## config.mk

```make
export PLATFORM = sky130hd
export DESIGN_NAME = sram_port
export DESIGN_NICKNAME = d
export VERILOG_FILES = /design/src/sram_port_pkg.sv /design/src/sram_port.sv /design/src/word_fifo.sv
export SDC_FILE = /design/constraint.sdc
export NUM_CORES = 2
export LEC_CHECK = 0
export BUFFER_PORTS_ARGS = -buffer_cell sky130_fd_sc_hd__clkbuf_2
export CAP_MARGIN = 20
export CORE_ASPECT_RATIO = 0.6
export CORE_MARGIN = 4
export CORE_UTILIZATION = 60
export CTS_BUF_LIST = sky130_fd_sc_hd__clkbuf_8
export CTS_CLUSTER_DIAMETER = 40
export CTS_CLUSTER_SIZE = 8
export DETAILED_ROUTE_END_ITERATION = 16
export PLACE_DENSITY = 0.76
export SYNTH_ARGS = -nofsm -noshare
export SYNTH_HDL_FRONTEND = slang
export SYNTH_SLANG_ARGS = --single-unit
```

## constraint.sdc

```tcl
create_clock -name clk_in -period 15.79 [get_ports clk_in]
set_input_delay 0.7895 -clock clk_in [delete_from_list [all_inputs] [get_ports clk_in]]
set_output_delay 0.7895 -clock clk_in [all_outputs]
set_load 0.1 [all_outputs]
```

## src/sram_port_pkg.sv

```systemverilog
// Constants and types shared by the flow-through burst SRAM port.
// Assumes a single 50 MHz clock domain with an active-high async reset.
package sram_port_pkg;

    // ************************************************************
    // Geometry
    // ************************************************************
    localparam int LANE_DATA_BITS = 8;
    localparam int LANES_WIDE     = 4;
    localparam int LANES_NARROW   = 2;
    localparam int ADDR_BITS_WIDE = 19;
    localparam int BURST_LEN      = 4;
    localparam int BURST_BITS     = 2;

    // ************************************************************
    // Timing
    // ************************************************************
    localparam int CLK_PERIOD_NS  = 20;
    localparam int SLEEP_CYCLES   = 2;
    localparam int SLEEP_CNT_BITS = 2;
    localparam logic [SLEEP_CNT_BITS-1:0] SLEEP_CNT_RESET = 2'h0;

    // ************************************************************
    // Buffering
    // ************************************************************
    localparam int FIFO_DEPTH = 32;

    // ************************************************************
    // Types
    // ************************************************************
    typedef enum logic [3:0] {
        PH_IDLE  = 4'h1,
        PH_READ  = 4'h2,
        PH_WRITE = 4'h4,
        PH_SLEEP = 4'h8
    } phase_t;

endpackage

```

## src/sram_port.sv

```systemverilog
// Flow-through burst SRAM device logic behind its pins.
// Assumes pins synchronised here; memory array is a flip-flop model.
`timescale 1ns/1ps
module sram_port
    import sram_port_pkg::*;
#(
    parameter int LANES     = sram_port_pkg::LANES_WIDE,
    parameter int ADDR_BITS = 6,
    parameter int DEPTH     = sram_port_pkg::FIFO_DEPTH
) (
    input  wire logic                 clk_in,
    input  wire logic                 rst_in,
    input  wire logic                 clock_qualify_n_in,
    input  wire logic                 chip_select_first_n_in,
    input  wire logic                 chip_select_second_in,
    input  wire logic                 chip_select_third_n_in,
    input  wire logic                 write_select_n_in,
    input  wire logic                 advance_or_load_in,
    input  wire logic [LANES-1:0]     byte_write_select_n_in,
    input  wire logic [ADDR_BITS-1:0] addr_in,
    input  wire logic                 output_enable_n_in,
    input  wire logic                 burst_order_in,
    input  wire logic                 sleep_request_in,
    input  wire logic [LANES*8-1:0]   data_io_in,
    input  wire logic [LANES-1:0]     parity_io_in,
    output logic [LANES*8-1:0]        data_io_out,
    output logic [LANES-1:0]          parity_io_out,
    output logic                      data_io_oe_out,
    output logic                      sleeping_out
);
    import sram_port_pkg::*;

    localparam int LW = LANE_DATA_BITS + 1;
    localparam int WW = LANES * LW;
    localparam int FW = ADDR_BITS + LANES + WW;

    // ************************************************************
    // Pin synchronisers
    // ************************************************************
    logic [6:0] ctl_meta_q;
    logic [6:0] ctl_q;
    logic [LANES-1:0] bws_meta_q;
    logic [LANES-1:0] bws_n_q;
    logic [ADDR_BITS-1:0] addr_meta_q;
    logic [ADDR_BITS-1:0] addr_q;
    logic [WW-1:0] din_meta_q;
    logic [WW-1:0] din_q;

    always_ff @(posedge clk_in or posedge rst_in)
    begin
        if (rst_in)
        begin
            ctl_meta_q  <= 7'h01;
            ctl_q       <= 7'h01;
            bws_meta_q  <= '1;
            bws_n_q     <= '1;
            addr_meta_q <= '0;
            addr_q      <= '0;
            din_meta_q  <= '0;
            din_q       <= '0;
        end
        else
        begin
            ctl_meta_q  <= {sleep_request_in, burst_order_in,
                            advance_or_load_in, write_select_n_in,
                            chip_select_third_n_in, chip_select_second_in,
                            clock_qualify_n_in};
            ctl_q       <= ctl_meta_q;
            bws_meta_q  <= byte_write_select_n_in;
            bws_n_q     <= bws_meta_q;
            addr_meta_q <= addr_in;
            addr_q      <= addr_meta_q;
            din_meta_q  <= {parity_io_in, data_io_in};
            din_q       <= din_meta_q;
        end
    end

    // First chip select kept apart to keep vector order readable
    logic cs1_meta_q;
    logic cs1_n_q;
    always_ff @(posedge clk_in or posedge rst_in)
    begin
        if (rst_in)
        begin
            cs1_meta_q <= 1'b1;
            cs1_n_q    <= 1'b1;
        end
        else
        begin
            cs1_meta_q <= chip_select_first_n_in;
            cs1_n_q    <= cs1_meta_q;
        end
    end

    // Output enable synchronised like every other pin
    logic oe_meta_n_q;
    logic oe_n_q;
    always_ff @(posedge clk_in or posedge rst_in)
    begin
        if (rst_in)
        begin
            oe_meta_n_q <= 1'b1;
            oe_n_q      <= 1'b1;
        end
        else
        begin
            oe_meta_n_q <= output_enable_n_in;
            oe_n_q      <= oe_meta_n_q;
        end
    end

    phase_t ph_q;
    logic qual_n;
    logic cs2;
    logic cs3_n;
    logic we_n;
    logic adv;
    logic order_il;
    logic sleep_req;
    logic edge_ok;
    logic selected;

    assign qual_n    = ctl_q[0];
    assign cs2       = ctl_q[1];
    assign cs3_n     = ctl_q[2];
    assign we_n      = ctl_q[3];
    assign adv       = ctl_q[4];
    assign order_il  = ctl_q[5];
    assign sleep_req = ctl_q[6];
    assign selected  = !cs1_n_q && cs2 && !cs3_n;
    assign edge_ok   = !qual_n && (ph_q != PH_SLEEP);

    // ************************************************************
    // Sleep sequencing
    // ************************************************************
    logic [SLEEP_CNT_BITS-1:0] sleep_cnt_q;
    logic sleep_stable_q;

    // Sleep request must be steady SLEEP_CYCLES edges to take effect
    always_ff @(posedge clk_in or posedge rst_in)
    begin
        if (rst_in)
        begin
            sleep_cnt_q    <= SLEEP_CNT_RESET;
            sleep_stable_q <= 1'b0;
        end
        else if (sleep_req == sleep_stable_q)
        begin
            sleep_cnt_q <= SLEEP_CNT_RESET;
        end
        else if (sleep_cnt_q == SLEEP_CNT_BITS'(SLEEP_CYCLES - 1))
        begin
            sleep_cnt_q    <= SLEEP_CNT_RESET;
            sleep_stable_q <= sleep_req;
        end
        else
        begin
            sleep_cnt_q <= SLEEP_CNT_BITS'(sleep_cnt_q + 1'b1);
        end
    end

    // ************************************************************
    // Operation phase and burst control
    // ************************************************************
    logic [ADDR_BITS-1:0]  base_q;
    logic [BURST_BITS-1:0] offs_q;
    logic                  il_q;
    logic                  first_q;
    logic [BURST_BITS-1:0] low_addr;
    logic [ADDR_BITS-1:0]  cur_addr;

    always_comb
    begin
        if (il_q)
        begin
            low_addr = base_q[BURST_BITS-1:0] ^ offs_q;
        end
        else
        begin
            low_addr = BURST_BITS'(base_q[BURST_BITS-1:0] + offs_q);
        end
    end
    assign cur_addr = {base_q[ADDR_BITS-1:BURST_BITS], low_addr};

    always_ff @(posedge clk_in or posedge rst_in)
    begin
        if (rst_in)
        begin
            ph_q    <= PH_IDLE;
            base_q  <= '0;
            offs_q  <= '0;
            il_q    <= 1'b1;
            first_q <= 1'b0;
        end
        else if (sleep_stable_q)
        begin
            ph_q    <= PH_SLEEP;
            first_q <= 1'b0;
        end
        else if (ph_q == PH_SLEEP)
        begin
            ph_q <= PH_IDLE;
        end
        else if (edge_ok)
        begin
            first_q <= 1'b0;
            if (adv)
            begin
                offs_q <= BURST_BITS'(offs_q + 1'b1);
            end
            else if (!selected)
            begin
                ph_q <= PH_IDLE;
            end
            else
            begin
                base_q  <= addr_q;
                offs_q  <= '0;
                il_q    <= order_il;
                first_q <= (ph_q == PH_IDLE);
                ph_q    <= we_n ? PH_READ : PH_WRITE;
            end
        end
    end

    // ************************************************************
    // Write path through FIFO into the array
    // ************************************************************
    logic [LANES-1:0] lanes_q;
    logic [FW-1:0]    fifo_rd;
    logic             fifo_rd_valid;
    logic             push;
    logic [WW-1:0]    mem_q [2**ADDR_BITS];

    // Data phase: write decided last edge, beat completes this edge
    always_ff @(posedge clk_in or posedge rst_in)
    begin
        if (rst_in)
        begin
            lanes_q <= '0;
        end
        else if (edge_ok)
        begin
            lanes_q <= ~bws_n_q;
        end
    end

    assign push = edge_ok && (ph_q == PH_WRITE) && (lanes_q != '0);

    word_fifo #(
        .WIDTH (FW),
        .DEPTH (DEPTH)
    ) u_fifo (
        .clk_in       (clk_in),
        .rst_in       (rst_in),
        .wr_data_in   ({cur_addr, lanes_q, din_q}),
        .wr_valid_in  (push),
        .wr_ready_out (),
        .rd_data_out  (fifo_rd),
        .rd_valid_out (fifo_rd_valid),
        .rd_ready_in  (1'b1)
    );

    logic [ADDR_BITS-1:0] wr_addr;
    logic [WW-1:0]        old_word;
    wire logic [WW-1:0]   merge_word;

    assign wr_addr  = fifo_rd[FW-1:WW+LANES];
    assign old_word = mem_q[wr_addr];

    // Unselected lanes keep the stored byte and parity bit
    genvar g;
    generate
        for (g = 0; g < LANES; g++)
        begin : g_lane
            assign merge_word[g*LANE_DATA_BITS +: LANE_DATA_BITS] =
                fifo_rd[WW+g] ? fifo_rd[g*LANE_DATA_BITS +: LANE_DATA_BITS]
                              : old_word[g*LANE_DATA_BITS +: LANE_DATA_BITS];
            assign merge_word[LANES*LANE_DATA_BITS+g] =
                fifo_rd[WW+g] ? fifo_rd[LANES*LANE_DATA_BITS+g]
                              : old_word[LANES*LANE_DATA_BITS+g];
        end
    endgenerate

    always_ff @(posedge clk_in)
    begin
        if (fifo_rd_valid)
        begin
            mem_q[wr_addr] <= merge_word;
        end
    end

    // ************************************************************
    // Read data and output drivers
    // ************************************************************
    logic [WW-1:0] rdata_q;
    logic          drive_q;

    always_ff @(posedge clk_in or posedge rst_in)
    begin
        if (rst_in)
        begin
            rdata_q <= '0;
        end
        else
        begin
            rdata_q <= mem_q[cur_addr];
        end
    end

    // Drive flag stays in step with the read data it qualifies
    always_ff @(posedge clk_in or posedge rst_in)
    begin
        if (rst_in)
        begin
            drive_q <= 1'b0;
        end
        else
        begin
            drive_q <= (ph_q == PH_READ) && !first_q
                       && !oe_n_q;
        end
    end

    always_ff @(posedge clk_in or posedge rst_in)
    begin
        if (rst_in)
        begin
            data_io_out    <= '0;
            parity_io_out  <= '0;
            data_io_oe_out <= 1'b0;
            sleeping_out   <= 1'b0;
        end
        else
        begin
            data_io_out    <= rdata_q[LANES*LANE_DATA_BITS-1:0];
            parity_io_out  <= rdata_q[WW-1:LANES*LANE_DATA_BITS];
            data_io_oe_out <= drive_q;
            sleeping_out   <= (ph_q == PH_SLEEP);
        end
    end

endmodule

```

## src/word_fifo.sv

```systemverilog
// Synchronous FIFO with valid/ready on both sides.
// Assumes one clock; storage in flip-flops indexed by pointers.
`timescale 1ns/1ps
module word_fifo #(
    parameter int WIDTH = 8,
    parameter int DEPTH = 32
) (
    input  wire logic             clk_in,
    input  wire logic             rst_in,
    input  wire logic [WIDTH-1:0] wr_data_in,
    input  wire logic             wr_valid_in,
    output logic                  wr_ready_out,
    output logic [WIDTH-1:0]      rd_data_out,
    output logic                  rd_valid_out,
    input  wire logic             rd_ready_in
);
    localparam int PW = $clog2(DEPTH);

    logic [WIDTH-1:0] mem_q [DEPTH];
    logic [PW-1:0]    wr_ptr_q;
    logic [PW-1:0]    rd_ptr_q;
    logic [PW:0]      count_q;
    logic             push;
    logic             pop;

    assign push         = wr_valid_in && (count_q != (PW+1)'(DEPTH));
    assign pop          = rd_ready_in && (count_q != '0);
    assign wr_ready_out = count_q != (PW+1)'(DEPTH);
    assign rd_valid_out = count_q != '0;
    assign rd_data_out  = mem_q[rd_ptr_q];

    always_ff @(posedge clk_in)
    begin
        if (push)
        begin
            mem_q[wr_ptr_q] <= wr_data_in;
        end
    end

    always_ff @(posedge clk_in or posedge rst_in)
    begin
        if (rst_in)
        begin
            wr_ptr_q <= '0;
            rd_ptr_q <= '0;
            count_q  <= '0;
        end
        else
        begin
            if (push)
            begin
                wr_ptr_q <= PW'(wr_ptr_q + 1'b1);
            end
            if (pop)
            begin
                rd_ptr_q <= PW'(rd_ptr_q + 1'b1);
            end
            count_q <= (PW+1)'(count_q + {{PW{1'b0}}, push}
                       - {{PW{1'b0}}, pop});
        end
    end

endmodule
```

== Word-level counts from Yosys, hierarchy flattened ==
Memories as Yosys holds them, arrays and structs flattened. A register that Yosys moved wholly into a read port is not among the register bits.
Cells that the tools add are included.

* Bits in registers: 186
* Bits in writable memories: 3776
* Bits of input ports: 57
* Output and inout bits: 38
* Logic and storage cells: 112
* Memories: 2

{| class="wikitable"
|+ Memories
! name !! depth !! width !! read ports !! clocked after memory_dff !! write ports !! RTL line !! text
|-
| mem_q || 64 || 36 || 1 || 1 || 1 || sram_port.sv:233 || <nowiki>logic [WW-1:0] mem_q [2**ADDR_BITS];</nowiki>
|-
| u_fifo.mem_q || 32 || 46 || 1 || 0 || 1 || word_fifo.sv:19 || <nowiki>logic [WIDTH-1:0] mem_q [DEPTH];</nowiki>
|}

* $add $sub $neg: 7
* Eq/ne operators: 14
* Muxes and demuxes: 28
* Bitwise logic cells: 6
* Reductions and logical operators: 27

{| class="wikitable"
|+ Operators by type and width
! kind !! number
|-
| $mux 8 || 4
|-
| $mux 4 || 4
|-
| $reduce_and 2->1 || 7
|-
| $mux 1 || 13
|-
| $add 5x1->5 const B || 2
|-
| $mux 2 || 5
|-
| $logic_and 1x1->1 || 8
|-
| $add 6x1->6 || 1
|-
| $mux 3 || 2
|-
| $ne 6x6->1 const B || 1
|-
| $reduce_bool 6->1 || 1
|-
| $sub 6x1->6 || 1
|-
| $logic_not 1->1 || 5
|-
| $reduce_and 5->1 || 1
|-
| $add 2x1->2 const B || 2
|-
| $eq 4x1->1 const B || 1
|-
| $eq 4x2->1 const B || 1
|-
| $eq 4x3->1 const B || 1
|-
| $eq 4x4->1 const B || 1
|-
| $ne 1x1->1 const B || 4
|-
| $ne 4x4->1 const B || 1
|-
| $not 1->1 || 4
|-
| $not 4->4 || 1
|-
| $reduce_and 4->1 || 1
|-
| 9 further kinds || 10
|}

== Longest topological paths before layout ==
* Word-level depth: 8
* Gate-level depth with buffers: 16
* Mapped depth without buffers: 14

== Cells and area by module ==
A second synthesis with hierarchy kept.

* Cell total of the unflattened synthesis: 7717
* Area, all modules: 152186.0 sq um

{| class="wikitable"
|+ By module, submodules not included
! module !! instances !! cells an instance !! area each (sq um) !! seq. area each (sq um)
|-
| sram_port || 1 || 5186 || 95560.4 || 74361.3
|-
| word_fifo || 1 || 2531 || 56625.6 || 44602.8
|}

== Worst setup path before layout ==
Ideal clock, no wire load.

* Path type: reg2reg
* From: register lanes_q[1]
* To: memory u_fifo.mem_q[23][0] (netlist name), enable pin
* Library setup time: 0.450 ns
* Data arrival time: 3.685 ns
* Data required time: 15.340 ns
* Slack: 11.655 ns
* Stages on the path, launching flop included: 6
* Path buffers: 0
* Clock period less this slack: 4.135 ns
* Path through: dfrtp_1 > or4_1 > nand3_1 > a21oi_1 > nand2_1 > nor2_1

* Cells in the longest elaborated chain, start to end: 5

{| class="wikitable"
|+ RTL lines
! what !! RTL line !! text
|-
| from (decl) || sram_port.sv:229 || <nowiki>logic [LANES-1:0] lanes_q;</nowiki>
|-
| from (signal assigned) || sram_port.sv:244 || <nowiki>lanes_q <= ~bws_n_q;</nowiki>
|-
| $reduce_bool 4->1 || sram_port.sv:248 || <nowiki>assign push = edge_ok && (ph_q == PH_WRITE) && (lanes_q != '0);</nowiki>
|-
| $logic_and 1x1->1 || sram_port.sv:248 ||
|-
| $logic_and 1x1->1 || word_fifo.sv:26 || <nowiki>assign push = wr_valid_in && (count_q != (PW+1)'(DEPTH));</nowiki>
|-
| $mux 1 || word_fifo.sv:34 || <nowiki>if (push)</nowiki>
|-
| $mux 1 (implied by the code) || word_fifo.sv:36 || <nowiki>mem_q[wr_ptr_q] <= wr_data_in;</nowiki>
|-
| to (decl) || word_fifo.sv:19 ||
|}

Every way passes these cells.

== Worst setup path in the final report ==
* From: register u_fifo.rd_ptr_q[0]
* To: memory mem_q[19][28] (netlist name), enable pin

* Cells in the longest elaborated chain, start to end: 3

{| class="wikitable"
|+ RTL lines
! what !! RTL line !! text
|-
| from (decl) || word_fifo.sv:21 || <nowiki>logic [PW-1:0] rd_ptr_q;</nowiki>
|-
| from (signal assigned) || word_fifo.sv:56 || <nowiki>rd_ptr_q <= PW'(rd_ptr_q + 1'b1);</nowiki>
|-
| $mem_v2 32x46 (*) || -- ||
|-
| $ne 1x1->1 (no line) || -- ||
|-
| $reduce_and 2->1 (no line) || -- ||
|-
| to (decl) || sram_port.sv:233 ||
|}

Mark *: on every way between the ends. The rest lies on a longest branch, timed or not.

==> impl_metrics.yaml <==
clocking:
  cts_tree: "yes"
  cts-root-buf: "clkbuf_8"
  post_cts_resized: 0
  clock_path_buffers: 4
  cts_setup_buffers: 0
  clk_latency_ns: 1.07
  cts.sinks: 3998
  postCtsHoldBufs: 56
  clk_transition_reported_paths_ns: 0.06
  htree_levels: 6
  cts_buffers: 576
finish:
  area_growth_pct: 9.65
  drive_above_1_share: 0.168
  final_core_util: 0.661
  num-nets-final: 9315
  final_cells: 13000
detailed_routing:
  drt_iter0_markers: 15900
  vias: 87100
  drc_errors: 0
  routed_wl_microns: 414000
  drt_first_pass_iters: 7
  drt-met1-wl_microns: 157000
  drt.antenna.violating_nets: 0
  wl_met3_microns: 74400
  wl_per_cell_microns: 31.8
  top_layer: "met5"
  route.met2.wl_microns: 169000
  viasPerCell: 6.71
yosys:
  synth_cell_types: 64
  syn-cell-area_sq_mm: 0.153
  synth_top_flop_cell: "edfxtp_1"
  syn_area_per_cell_sq_um: 17.3
  mappedNetlistNets: 8918
  async_reset_ff_frac: 0.0555
  synth.largest_area_cell: "edfxtp_1"
  ys_top_cells_by_area: "edfxtp_1, mux4_2, nand2_1"
  ys_ff_latch: 3998
  yosysSeqAreaShare: 0.779
  syn_inst: 8845
  synth_edf_count: 3776
  synth_top_area_frac: 0.743
  yosysWarnings: 0
floorplan:
  core_area_sq_mm: 0.253
  die_w_microns: 659
  die_area_sq_mm: 0.263
  start_util: 0.603
  io_pins: 95
  die_h_microns: 399
  rows: 143
worst_setup_path:
  crit_required_ns: 16.41
  crit_arrival_ns: 8.03
  crit_fanout: 52
  crit_type: "flop to flop"
  cp-end-kind: "flop"
  cp-start-kind: "flop"
placement:
  dpl_worst_slack_ns: 8.52
  numPortBuffers: 94
  dp_hpwl_microns: 240000
  placedCellCount: 12000
  gp_congestion: 0.947
sta:
  fin_setup_tns_ns: 0
  rsz0062_at_grt: "false"
  setup_ws_ns: 8.38
  max_slew.worst_pin.slew_ns: 1.31
  finalCritPeriodShare: 0.470
  fmax_mhz: 135
  report.final.slew_viol_count: 0
  relSlewSlack: 0.129
  final.min_clock_period_ns: 7.41
  finalSetupViolations: 0
  hold_viol_final: 0
  clock_skew_ns: 0.0896
worst_hold_path:
  hold_class: "flop to flop"
job:
  maxCapViolCount: 0
global_route:
  globalRouteTotalUtil: 0.314
  grt_pass1_vias: 83700
  grt.overflow.total: 0
  grt_max_degree: 171
  antenna_found_initial: 17
  grt_pass1_wl_microns: 591000
status:
  status: "finished clean"
## cell usage in the layout (no fill, tap or decap), types with 37 or more instances in the layout
| cell | n |
|---|---|
| a31oi_1 | 156 |
| clkbuf_8 | 594 |
| clkbuf_2 | 95 |
| inv_1 | 284 |
| nand4_1 | 145 |
| o21ai_0 | 47 |
| nor3_1 | 60 |
| dfrtp_1 | 197 |
| mux4_1 | 45 |
| a41oi_1 | 53 |
| dlygate4sd3_1 | 56 |
| nor2_1 | 278 |
| nand2_1 | 1781 |
| mux4_2 | 523 |
| nand3_1 | 673 |
| a21oi_1 | 37 |
| buf_4 | 168 |
| edfxtp_1 | 3776 |
| mux2i_1 | 140 |
## layout make-up
| cell class | count | area (sq um) |
|---|---|---|
| multi-input cells | 4302 | 31800 |
| diodes | 13 | 32.5 |
| well taps | 3407 | 4260 |
| clock inverters | 307 | 1330 |
| inverters | 17 | 78.8 |
| fillers | 16200 | 85800 |
| flip-flops and latches | 3998 | 119000 |
| repair buffers | 347 | 2760 |
| clock buffers | 594 | 8180 |
## metal layers
metal  track usage  vias to the layer above
met1         0.478                    43700
met5        0.0117                        -
met4        0.0837                       20
met2         0.414                     7552
met3         0.140                      869
li1              -                    35000
## registers in the layout, indices dropped and copies added (netlist names), 4 cells and up
register,flops
mem_q,2304
u_fifo.mem_q,1472
din_meta_q,36
din_q,36
rdata_q,36
data_io_out,32
ctl_meta_q,7
ctl_q,7
addr_meta_q,6
addr_q,6
base_q,6
u_fifo.count_q,6
u_fifo.rd_ptr_q,5
u_fifo.wr_ptr_q,5
bws_meta_q,4
bws_n_q,4
lanes_q,4
parity_io_out,4
ph_q,4
## cells in the mapped netlist (all sizes together) (53+ instances only)
library cell / n
nor2: 313
buf: 160
nor3: 62
nand4: 145
mux4: 568
clkbuf: 368
nand3: 676
a41oi: 53
edfxtp: 3776
nand2: 1783
mux2i: 141
dfrtp: 206
a31oi: 156
## cell families (layout without fill, tap and decap cells)
kind of cell,Yosys count,in the layout,share of synthesized area
other,0,13,0
adders and majority gates,16,16,0.00136
and+or+nand+nor,3103,3103,0.0871
AOI/OAI and AO/OA,414,414,0.0185
xor gates and xnor gates,15,15,0.000860
DFF,3998,3998,0.779
muxes,754,754,0.0975
buffers and inverters,545,1265,0.0155
## worst paths after layout
path	from	to	slack (ns)	cells after the start
max	u_fifo.rd_ptr_q[0]	mem_q[19][28]	8.38	9
min	ctl_meta_q[2]	ctl_q[2]	0.33	0
max reg2reg	u_fifo.rd_ptr_q[0]	mem_q[19][28]	8.38	9
min reg2reg	ctl_meta_q[2]	ctl_q[2]	0.33	0
max in group asynchronous	rst_in	din_q[6]	13.55	5
min in group asynchronous	rst_in	offs_q[0]	0.35	3
## critical path, stage by stage, from the launching register on
cell and delay (ns):
dfrtp_4 0.95, buf_4 0.68, buf_4 0.86, mux4_1 0.65, mux2i_1 0.16, o22ai_1 0.10
a211oi_1 0.58, nand2b_1 0.89, or3_2 1.24, nor2_1 0.81
## stage by stage
stage               instance area (sq um)  hold slack, ns
global placement                   157000           0.333
detailed placement                 157000           0.335
finish                             167000           0.334
global route                       167000           0.339
CTS                                167000           0.347
floorplan                          153000           0.331
Power is not shown: default switching activity piles up to over one toggle a cycle in this logic, so the estimate is an artifact.
